[src/hw/adc_ctrl_defs.vh]
// register map, field positions, reset values and cycle counts for the
// converter control block; definitions only, included by bare name
`ifndef ADC_CTRL_DEFS_VH
`define ADC_CTRL_DEFS_VH

// register byte offsets (apb, one 32-bit word each)
`define OFF_INPUT_SELECT   8'h00
`define OFF_CONTROL_STATUS 8'h04
`define OFF_RESULT         8'h08
`define OFF_ACTIVE_SELECT  8'h0c
`define OFF_TRIGGER_CFG    8'h10
`define OFF_INT_STATUS     8'h14
`define OFF_INT_MASK       8'h18

// input_select_register fields
`define SEL_REF_HI   7
`define SEL_REF_LO   6
`define SEL_CHAN_HI  3
`define SEL_CHAN_LO  0
`define SEL_RESET    8'h00

// converter_control_status fields
`define CTL_ENABLE   7
`define CTL_START    6
`define CTL_AUTO     5
`define CTL_DONE     4
`define CTL_IE       3

// trigger configuration: 1 selects the done flag (free running)
`define TRG_FREE     0

// interrupt status / mask bit
`define INT_DONE     0

// sleep mode codes seen on the cpu side
`define SLEEP_IDLE        3'h0
`define SLEEP_NOISE_RED   3'h1

// converter clock: system clock divided by this count
`define ADC_DIV           5'h08
// converter clock cycles per conversion, and sample points
`define CONV_LEN_NORMAL   5'h0d
`define CONV_LEN_FIRST    5'h19
`define SAMPLE_AT_NORMAL  5'h01
`define SAMPLE_AT_FIRST   5'h0d

`endif

[src/hw/adc_ctrl.v]
// converter control: selection buffer and lock, start logic, sar sequencer,
// sleep-started conversions, apb registers and the done interrupt
// assumes an external comparator (COMP, asynchronous) and a dac fed by
// SAR_CODE; CPU_HALTED and SLEEP_MODE come from same-clock cpu logic
`timescale 1ns/1ps
`default_nettype none
`include "adc_ctrl_defs.vh"

// Operation
// buffer selection, copy while no conversion
// freeze active selection once conversion begins
// resume copying in final converter cycle
// start on next converter clock edge
// software waits one converter cycle before reselecting
// selection writes apply in defined safe windows
// free running: next conversion keeps old channel
// over-range input gives full-scale code
// software discards first result after reference change
// software prepares converter before low-noise sleep
// sleep entry starts conversion once cpu halted
// completion interrupt raised even after other wake
// other sleep modes leave converter enabled
// start bit set during conversion, cleared after
// free running restarts at once, start stays
// result and done flag update together
// trigger start locks selection like software start
// disabled converter: selection tracks, no lock
module adc_ctrl (
  input  wire        CLK,
  input  wire        RST_B,
  input  wire        PSEL,
  input  wire        PENABLE,
  input  wire        PWRITE,
  input  wire [7:0]  PADDR,
  input  wire [31:0] PWDATA,
  output reg  [31:0] PRDATA,
  output wire        PREADY,
  output wire        PSLVERR,
  input  wire        TRIGGER,
  input  wire        COMP,
  input  wire        CPU_HALTED,
  input  wire [2:0]  SLEEP_MODE,
  output reg  [3:0]  CHANNEL_SELECT,
  output reg  [1:0]  REFERENCE_SELECT,
  output reg  [9:0]  SAR_CODE,
  output reg         SAMPLE,
  output wire        CONVERTER_ON,
  output wire        IRQ
);

  localparam ST_IDLE  = 3'b001;
  localparam ST_ARMED = 3'b010;
  localparam ST_CONV  = 3'b100;
  // reset image of the selection buffer, split into its two fields
  localparam [7:0] SEL_INIT = `SEL_RESET;

  reg  [2:0] state_q;
  reg  [2:0] state_d;
  reg  [4:0] cyc_q;
  reg        first_q;
  reg        lock_q;
  reg  [3:0] chan_buf_q;
  reg  [1:0] ref_buf_q;
  reg        converter_enable_q;
  reg        start_conversion_bit_q;
  reg        auto_trigger_enable_q;
  reg        conversion_done_flag_q;
  reg        int_mask_q;
  reg        free_run_q;
  reg  [9:0] result_q;
  reg        trig_prev_q;
  reg        halted_prev_q;
  wire       trig_s;
  wire       comp_s;
  wire       tick;
  wire       wr;
  wire       setup;
  wire       mapped;
  wire       sw_start;
  wire       trig_start;
  wire       sleep_start;
  wire       any_start;
  wire [4:0] conv_len;
  wire [4:0] sample_at;
  wire       last_cyc;
  wire       finish;
  wire       bit_phase;
  wire [3:0] bit_idx;
  wire       free_running;
  wire       done_w1c;
  wire [4:0] bit_diff;

  // pins from outside the clock domain
  sync2 u_sync_trig (
    .clk   (CLK),
    .rst_b (RST_B),
    .din   (TRIGGER),
    .dout  (trig_s)
  );

  sync2 u_sync_comp (
    .clk   (CLK),
    .rst_b (RST_B),
    .din   (COMP),
    .dout  (comp_s)
  );

  // divider held clear while disabled; a trigger restarts it so the
  // delay from trigger to start is fixed
  conv_tick u_tick (
    .clk   (CLK),
    .rst_b (RST_B),
    .clear (~converter_enable_q | trig_start),
    .tick  (tick)
  );

  // apb decode; the slave never waits
  assign setup   = PSEL & ~PENABLE;
  assign wr      = PSEL & PENABLE & PWRITE & mapped;
  assign PREADY  = 1'b1;
  assign mapped  = (PADDR == `OFF_INPUT_SELECT)   |
                   (PADDR == `OFF_CONTROL_STATUS) |
                   (PADDR == `OFF_RESULT)         |
                   (PADDR == `OFF_ACTIVE_SELECT)  |
                   (PADDR == `OFF_TRIGGER_CFG)    |
                   (PADDR == `OFF_INT_STATUS)     |
                   (PADDR == `OFF_INT_MASK);
  assign PSLVERR = PSEL & PENABLE & ~mapped;

  // start sources; trigger and sleep only act on an enabled, idle converter, software start only needs its write's enable bit
  assign free_running = auto_trigger_enable_q & free_run_q;
  assign sw_start     = wr & (PADDR == `OFF_CONTROL_STATUS) &
                        PWDATA[`CTL_START] & PWDATA[`CTL_ENABLE];
  // an edge while busy is ignored
  assign trig_start   = auto_trigger_enable_q & ~free_run_q &
                        converter_enable_q & trig_s & ~trig_prev_q &
                        (state_q == ST_IDLE);
  // only idle and noise-reduction sleep start a conversion; other
  // modes change nothing here, software must disable first
  assign sleep_start  = CPU_HALTED & ~halted_prev_q &
                        converter_enable_q & (state_q == ST_IDLE) &
                        ((SLEEP_MODE == `SLEEP_IDLE) |
                         (SLEEP_MODE == `SLEEP_NOISE_RED));
  assign any_start    = sw_start | trig_start | sleep_start;

  // conversion length, longer for the first after enable
  assign conv_len  = first_q ? `CONV_LEN_FIRST   : `CONV_LEN_NORMAL;
  assign sample_at = first_q ? `SAMPLE_AT_FIRST  : `SAMPLE_AT_NORMAL;
  assign last_cyc  = (state_q == ST_CONV) & (cyc_q == conv_len - 5'h01);
  assign finish    = last_cyc & tick;

  // ten bit decisions end one cycle before the last
  assign bit_phase = (state_q == ST_CONV) &
                     (cyc_q >= conv_len - 5'h0b) &
                     (cyc_q <= conv_len - 5'h02);
  // distance to the last decision cycle; bit_phase keeps it within 0..9,
  // so the low four bits carry all of it
  assign bit_diff  = conv_len - 5'h02 - cyc_q;
  assign bit_idx   = (bit_phase) ? bit_diff[3:0] : 4'h0;

  assign done_w1c = (wr & (PADDR == `OFF_CONTROL_STATUS) &
                     PWDATA[`CTL_DONE]) |
                    (wr & (PADDR == `OFF_INT_STATUS) &
                     PWDATA[`INT_DONE]);

  // sequencer next state
  always @* begin
    state_d = state_q;
    case (state_q)
      ST_IDLE: begin
        if (any_start)
          state_d = ST_ARMED;
      end
      ST_ARMED: begin
        if (tick)
          state_d = ST_CONV;
      end
      ST_CONV: begin
        if (finish)
          state_d = free_running ? ST_CONV : ST_IDLE;
      end
      default: state_d = ST_IDLE;
    endcase
    // turning the converter off ends any conversion; a write that enables
    // and starts in one go must still arm the sequencer
    if (!converter_enable_q && !sw_start)
      state_d = ST_IDLE;
  end

  // sequencer state, cycle count and first-conversion marker
  always @(posedge CLK) begin
    if (!RST_B) begin
      state_q <= ST_IDLE;
      cyc_q   <= 5'h00;
      first_q <= 1'b1;
    end else begin
      state_q <= state_d;
      if (state_q != ST_CONV || finish)
        cyc_q <= 5'h00;
      else if (tick)
        cyc_q <= cyc_q + 5'h01;
      if (!converter_enable_q)
        first_q <= 1'b1;
      else if (finish)
        first_q <= 1'b0;
    end
  end

  // selection lock: taken when the conversion begins, however started,
  // dropped in the last converter cycle and whenever disabled
  // clearing it on disable means a re-enable never inherits a stale lock
  always @(posedge CLK) begin
    if (!RST_B)
      lock_q <= 1'b0;
    else if (!converter_enable_q)
      lock_q <= 1'b0;
    else if (state_q == ST_ARMED && tick)
      lock_q <= 1'b1;
    else if (finish && free_running)
      lock_q <= 1'b1;
    else if (last_cyc)
      lock_q <= 1'b0;
  end

  // active selection follows the buffer whenever unlocked, but not on the tick that takes the lock; in free
  // running the lock returns at completion, so a change made after it
  // reaches only the conversion after next
  always @(posedge CLK) begin
    if (!RST_B) begin
      CHANNEL_SELECT   <= 4'h0;
      REFERENCE_SELECT <= 2'h0;
    end else if (!lock_q &&
                 !(state_q == ST_ARMED && tick)) begin
      CHANNEL_SELECT   <= chan_buf_q;
      REFERENCE_SELECT <= ref_buf_q;
    end
  end

  // successive approximation; a comparator stuck high gives all ones
  // the comparator passes two flops: two clk of a converter cycle's eight
  always @(posedge CLK) begin
    if (!RST_B) begin
      SAR_CODE <= 10'h000;
      SAMPLE   <= 1'b0;
      result_q <= 10'h000;
    end else begin
      SAMPLE <= (state_q == ST_CONV) & (cyc_q == sample_at);
      if (state_q == ST_CONV && cyc_q == conv_len - 5'h0c && tick)
        SAR_CODE <= 10'h200;
      else if (bit_phase && tick) begin
        if (!comp_s)
          SAR_CODE[bit_idx] <= 1'b0;
        if (bit_idx != 4'h0)
          SAR_CODE[bit_idx - 4'h1] <= 1'b1;
      end
      if (finish)
        result_q <= SAR_CODE;
    end
  end

  // control bits, buffer and flags; hardware set wins over w1c
  always @(posedge CLK) begin
    if (!RST_B) begin
      chan_buf_q             <= SEL_INIT[`SEL_CHAN_HI:`SEL_CHAN_LO];
      ref_buf_q              <= SEL_INIT[`SEL_REF_HI:`SEL_REF_LO];
      converter_enable_q     <= 1'b0;
      start_conversion_bit_q <= 1'b0;
      auto_trigger_enable_q  <= 1'b0;
      conversion_done_flag_q <= 1'b0;
      int_mask_q             <= 1'b0;
      free_run_q             <= 1'b0;
      trig_prev_q            <= 1'b0;
      halted_prev_q          <= 1'b0;
    end else begin
      trig_prev_q   <= trig_s;
      halted_prev_q <= CPU_HALTED;
      // writes land in the buffer only; the lock decides when they act
      if (wr && PADDR == `OFF_INPUT_SELECT) begin
        chan_buf_q <= PWDATA[`SEL_CHAN_HI:`SEL_CHAN_LO];
        ref_buf_q  <= PWDATA[`SEL_REF_HI:`SEL_REF_LO];
      end
      if (wr && PADDR == `OFF_CONTROL_STATUS) begin
        converter_enable_q    <= PWDATA[`CTL_ENABLE];
        auto_trigger_enable_q <= PWDATA[`CTL_AUTO];
        int_mask_q            <= PWDATA[`CTL_IE];
      end
      if (wr && PADDR == `OFF_INT_MASK)
        int_mask_q <= PWDATA[`INT_DONE];
      if (wr && PADDR == `OFF_TRIGGER_CFG)
        free_run_q <= PWDATA[`TRG_FREE];
      // start bit reads one from request to completion
      if (wr && PADDR == `OFF_CONTROL_STATUS && !PWDATA[`CTL_ENABLE])
        start_conversion_bit_q <= 1'b0;
      else if (any_start)
        start_conversion_bit_q <= 1'b1;
      else if (finish && !free_running)
        start_conversion_bit_q <= 1'b0;
      else if (!converter_enable_q)
        start_conversion_bit_q <= 1'b0;
      // flag set with the result, whatever woke the cpu meanwhile
      if (finish)
        conversion_done_flag_q <= 1'b1;
      else if (done_w1c)
        conversion_done_flag_q <= 1'b0;
    end
  end

  // enable reaches the analog side straight from its register
  assign CONVERTER_ON = converter_enable_q;
  // level interrupt, also the wake request from sleep
  assign IRQ = conversion_done_flag_q & int_mask_q;

  // read data captured in the setup cycle, valid in the access cycle
  always @(posedge CLK) begin
    if (!RST_B)
      PRDATA <= 32'h0000_0000;
    else if (setup) begin
      case (PADDR)
        `OFF_INPUT_SELECT:
          PRDATA <= {24'h000000, ref_buf_q, 2'h0, chan_buf_q};
        `OFF_CONTROL_STATUS:
          PRDATA <= {24'h000000, converter_enable_q,
                     start_conversion_bit_q, auto_trigger_enable_q,
                     conversion_done_flag_q, int_mask_q, 3'h0};
        `OFF_RESULT:
          PRDATA <= {22'h000000, result_q};
        `OFF_ACTIVE_SELECT:
          PRDATA <= {24'h000000, REFERENCE_SELECT, 1'b0, lock_q,
                     CHANNEL_SELECT};
        `OFF_TRIGGER_CFG:
          PRDATA <= {31'h00000000, free_run_q};
        `OFF_INT_STATUS:
          PRDATA <= {31'h00000000, conversion_done_flag_q};
        `OFF_INT_MASK:
          PRDATA <= {31'h00000000, int_mask_q};
        default:
          PRDATA <= 32'h0000_0000;
      endcase
    end
  end

endmodule // adc_ctrl

`default_nettype wire

[src/hw/sync2.v]
// two-flop synchroniser for one level from outside the clock domain
// assumes the input is a plain level with no timing relation to clk
`timescale 1ns/1ps
`default_nettype none

module sync2 (
  input  wire clk,
  input  wire rst_b,
  input  wire din,
  output reg  dout
);

  reg meta_q;

  // first flop feeds only the second
  always @(posedge clk) begin
    if (!rst_b) begin
      meta_q <= 1'b0;
      dout   <= 1'b0;
    end else begin
      meta_q <= din;
      dout   <= meta_q;
    end
  end

endmodule // sync2

`default_nettype wire

[src/hw/conv_tick.v]
// divider making the converter clock as a one-cycle tick
// assumes clear is a same-domain level; the tick restarts from clear
`timescale 1ns/1ps
`default_nettype none
`include "adc_ctrl_defs.vh"

module conv_tick (
  input  wire clk,
  input  wire rst_b,
  input  wire clear,
  output wire tick
);

  reg [4:0] cnt_q;

  // tick marks the rising edge of the divided clock
  assign tick = (cnt_q == `ADC_DIV - 5'h01);

  always @(posedge clk) begin
    if (!rst_b || clear)
      cnt_q <= 5'h00;
    else if (tick)
      cnt_q <= 5'h00;
    else
      cnt_q <= cnt_q + 5'h01;
  end

endmodule // conv_tick

`default_nettype wire

[config.mk]
export PLATFORM = sky130hd
export DESIGN_NAME = adc_ctrl
export DESIGN_NICKNAME = d
export VERILOG_FILES = /design/src/hw/adc_ctrl.v /design/src/hw/sync2.v /design/src/hw/conv_tick.v
export VERILOG_INCLUDE_DIRS = /design/src /design/src/hw
export SDC_FILE = /design/constraint.sdc
export NUM_CORES = 1
export LEC_CHECK = 0
export BUFFER_PORTS_ARGS = -buffer_cell sky130_fd_sc_hd__buf_2
export CELL_PAD_IN_SITES_DETAIL_PLACEMENT = 0
export CELL_PAD_IN_SITES_GLOBAL_PLACEMENT = 1
export CORE_UTILIZATION = 40
export DETAILED_ROUTE_END_ITERATION = 7
export GPL_TIMING_DRIVEN = 0
export HOLD_SLACK_MARGIN = 0.08
export PLACE_DENSITY = 0.8
export SETUP_SLACK_MARGIN = 0.4
export SLEW_MARGIN = 40
export SYNTH_ARGS = -nofsm -noshare
export SYNTH_HDL_FRONTEND = slang
export SYNTH_SLANG_ARGS = --single-unit
[constraint.sdc]
create_clock -name CLK -period 4.8 [get_ports CLK]
set_clock_uncertainty 0.15 [all_clocks]
set_input_delay 0.48 -clock CLK [delete_from_list [all_inputs] [get_ports CLK]]
set_output_delay 0.48 -clock CLK [all_outputs]
set_load 0.05 [all_outputs]
==> summary.md <==
| Metric | Value |
|---|---|
| R2r setup slk | around 2.1 ns |
| Unique masters post-synth | 62 |
| Crit Path Max Fanout | 10 |
| Busiest grt layer | met2 |
| Synthesized flop and latch total | 70 |
| Drt initial violations | 93 |
| Routed Antenna Nets | 0 |
| Worst EP required | a little under 5 ns |
| Pin count of the biggest net entering global routing | 13 |
| CTS Sinks | 70 |
| Fin crit share | 56.1% |
| Pwr per Cell Area | 284 nW/um2 |
| Max frequency | 0.371 GHz |
| First-pass GRT wire length | approximately 14 mm |
| VDD IR-drop max | between 150 and 200 uV |
| Worst relative slew slack | between 40% and 50% |
| Share of cells above drive strength 1 | 22.4% |
| Asr flop ratio synth | 0% |
| Clk Latency, worst-skew pair | ~0.34 ns |
| Critical Path End Type | flop |
| CP Class | flop to flop |
| Met2 usage | about 32% |
| WP data arrival | 2.75 ns |
| Vias per cell | slightly above 5 |
| Number of global-route vias before repair | around 2.8k |
| M3 GR Usage | 4.78% |
| Synth-to-Final Area Change | 19.7% |
| Grt total ovfl | 0 |
| Leak pwr | around 1.8 nW |
| H-tree levels | 3 |
| Core area | 8340 um2 |
| Buffers on Ports | 53 |
| Final Setup Violations | 0 |
| Final Hold Vio Count | 0 |
| HPWL Detailed | between 6 and 7 mm |
| Final min period | about 2.7 ns |
| Average size of a mapped cell | 8.80 um2 |
| Initial Utilization | a little over two fifths |
| Setup TNS | 0 ns |
| Antenna violations before repair | 0 |
| Cts hold-fix bufs | 0 |
| Number of fill cells | 840 |
| Seq/Total Area, Yosys | ~40% |
| Routed WL | 8.47 mm |
| Layout Nets | 542 |
| Cts repair resizes | 0 |
| Max_cap viols | 0 |
| Die X | 95.5 um |
| Clock buffer depth | 2 |
| Fin. max-slew vios | 0 |
| Clock root buffer | clkbuf_8 |
| GP Congestion | 0.833 |
| Met1 usage | 25.1% |
| Synth warn | 0 |
| CTS buffer count | 9 |
| DIE HEIGHT | 95.5 um |
| # diodes | 0 |
| Slew @ Worst Pin | approximately 0.82 ns |
| Wirelength per Cell | between 10 and 15 um |
| Top FF cell, synth | dfxtp_1 |
| DIE AREA | a little over 9000 um2 |
| Synth Cell Area | between 3000 and 4000 um2 |
| Initial DRT Pass Iterations | 4 |
| Register clock-pin slew on the reported worst setup and hold paths | 0.07 ns |
| Number of top-level pins | 104 |
| Total track usage | between 15 and 20% |
| RSZ-0062 raised after global routing | false |
| Site row count | 33 |
| Final Non-Filler Cells | just under 600 |
| DRC errors left | 0 |
| Hold Crit Class | primary input to flop |
| Post-CTS setup buffers | 0 |
| CTS tree | done |
| Post-layout util | between 50% and 60% |
| Startpoint Class | flop |
| Outcome | finished clean |
| Vias | between 3k and 4k |
| Placed cell count | between 500 and 600 |
| EDFF count, synth | 0 |
| Mapped Cells | 397 |
-- worst paths after layout --
kind	startpoint	cells past startpoint	end
worst max register to register	first_q	8	result_q[9]
worst max-delay path	first_q	8	result_q[9]
worst min register to register	u_sync_trig.meta_q	1	u_sync_trig.dout
worst min-delay path	TRIGGER	2	u_sync_trig.meta_q
-- worst max-delay path, cell delays in order (launching register included) --
cell      delay [ns]
dfxtp_1         0.33
inv_1           0.10
ha_1            0.29
clkbuf_1        0.22
nand4b_1        0.30
nor3_2          0.66
buf_6           0.26
mux2i_1         0.19
nor2_1          0.05
-- cell usage in the layout, fill, tap and decap left out, types with 3 or more instances in the layout --
master,synthesis,routed
dfxtp_1,70,70
buf_2,3,56
nor2_1,49,49
nand2_1,36,36
mux2i_1,26,26
buf_4,25,25
conb_1,2,23
a21oi_1,22,22
nand3_1,15,15
clkbuf_1,11,12
a22oi_1,11,11
ha_1,9,9
clkbuf_8,0,9
inv_1,8,8
and2_1,8,8
nor3_1,6,6
and3_1,6,6
xor2_1,6,6
or3_1,6,6
a21o_1,6,6
o31ai_1,5,5
nor2b_1,4,4
o211ai_1,4,4
o21ai_0,4,4
nand4_1,4,4
a31oi_1,4,4
nand2b_1,3,3
o21bai_1,3,3
-- synthesized netlist by cell type, types with 6 or more instances --
| cell type | instances | share of area [%] |
|---|---|---|
| a22oi_1 | 11 | 2.4 |
| and2_1 | 8 | 1.4 |
| a21o_1 | 6 | 1.3 |
| clkbuf_1 | 11 | 1.2 |
| nor3_1 | 6 | 0.86 |
| inv_1 | 8 | 0.86 |
| mux2i_1 | 26 | 7.4 |
| dfxtp_1 | 70 | 40 |
| a21oi_1 | 22 | 3.2 |
| or3_1 | 6 | 1.1 |
| nand2_1 | 36 | 3.9 |
| xor2_1 | 6 | 1.5 |
| buf_4 | 25 | 5.4 |
| nor2_1 | 49 | 5.3 |
| nand3_1 | 15 | 2.1 |
| ha_1 | 9 | 3.2 |
| and3_1 | 6 | 1.1 |
-- metrics by stage --
stage | cell area (um2) | hold slack, ns | power [mW] | setup WS (ns)
after global routing | 4180 | 0.174 | 1.24 | 1.91
after CTS | 4180 | 0.177 | 1.20 | 2.12
after floorplan | 3570 | 0.262 | 0.670 | 2.43
after detailed placement | 3970 | 0.268 | 0.691 | 2.14
final | 4180 | 0.197 | 1.19 | 2.11
after global placement | 3970 | 0.268 | 0.691 | 2.16
-- cell families (layout without fill, tap and decap cells) --
logic type / count (synthesis) / after routing / synth area share (%)
xor+xnor: 7 / 7 / 1.75
flops: 70 / 70 / 40.1
fa+ha+maj: 9 / 9 / 3.22
compound gates: 76 / 76 / 15.4
buf+inv: 49 / 118 / 8.27
other cells: 2 / 23 / 0.215
simple gates: 157 / 157 / 23.0
mux: 27 / 27 / 8.09
-- sequential cells by signal, indices dropped and copies added, names as in the netlist, 2 cells and up --
name,cells
result_q,10
cyc_q,5
CHANNEL_SELECT,4
chan_buf_q,4
PRDATA,10
state_q,3
SAR_CODE,10
ref_buf_q,2
REFERENCE_SELECT,2
u_tick.cnt_q,5
-- area by class of cell --
class / instances / area (um2) / share of cell area (%)
multi-input combinational: 299 / 1880 / 45.0
sequential: 70 / 1400 / 33.5
timing repair buffer: 53 / 265 / 6.34
buffer: 41 / 259 / 6.19
tap: 105 / 131 / 3.14
clock buffer: 10 / 128 / 3.05
clock inverter: 6 / 86.3 / 2.06
inverter: 8 / 30.0 / 0.718
-- power breakdown --
group | internal, mW | switching [mW] | leakage (nW)
Clock | 0.292 | 0.217 | 0.106
Sequential | 0.583 | 0.000950 | 0.565
Combinational | 0.0268 | 0.0676 | 1.15
-- layer usage --
metal,vias to the layer above,share of wire [%]
li1,1528,-
met1,1408,46
met2,69,48
met3,12,4.3
met4,0,1.3
met5,-,0
No activity file was read; power rests on OpenSTA's default activity.
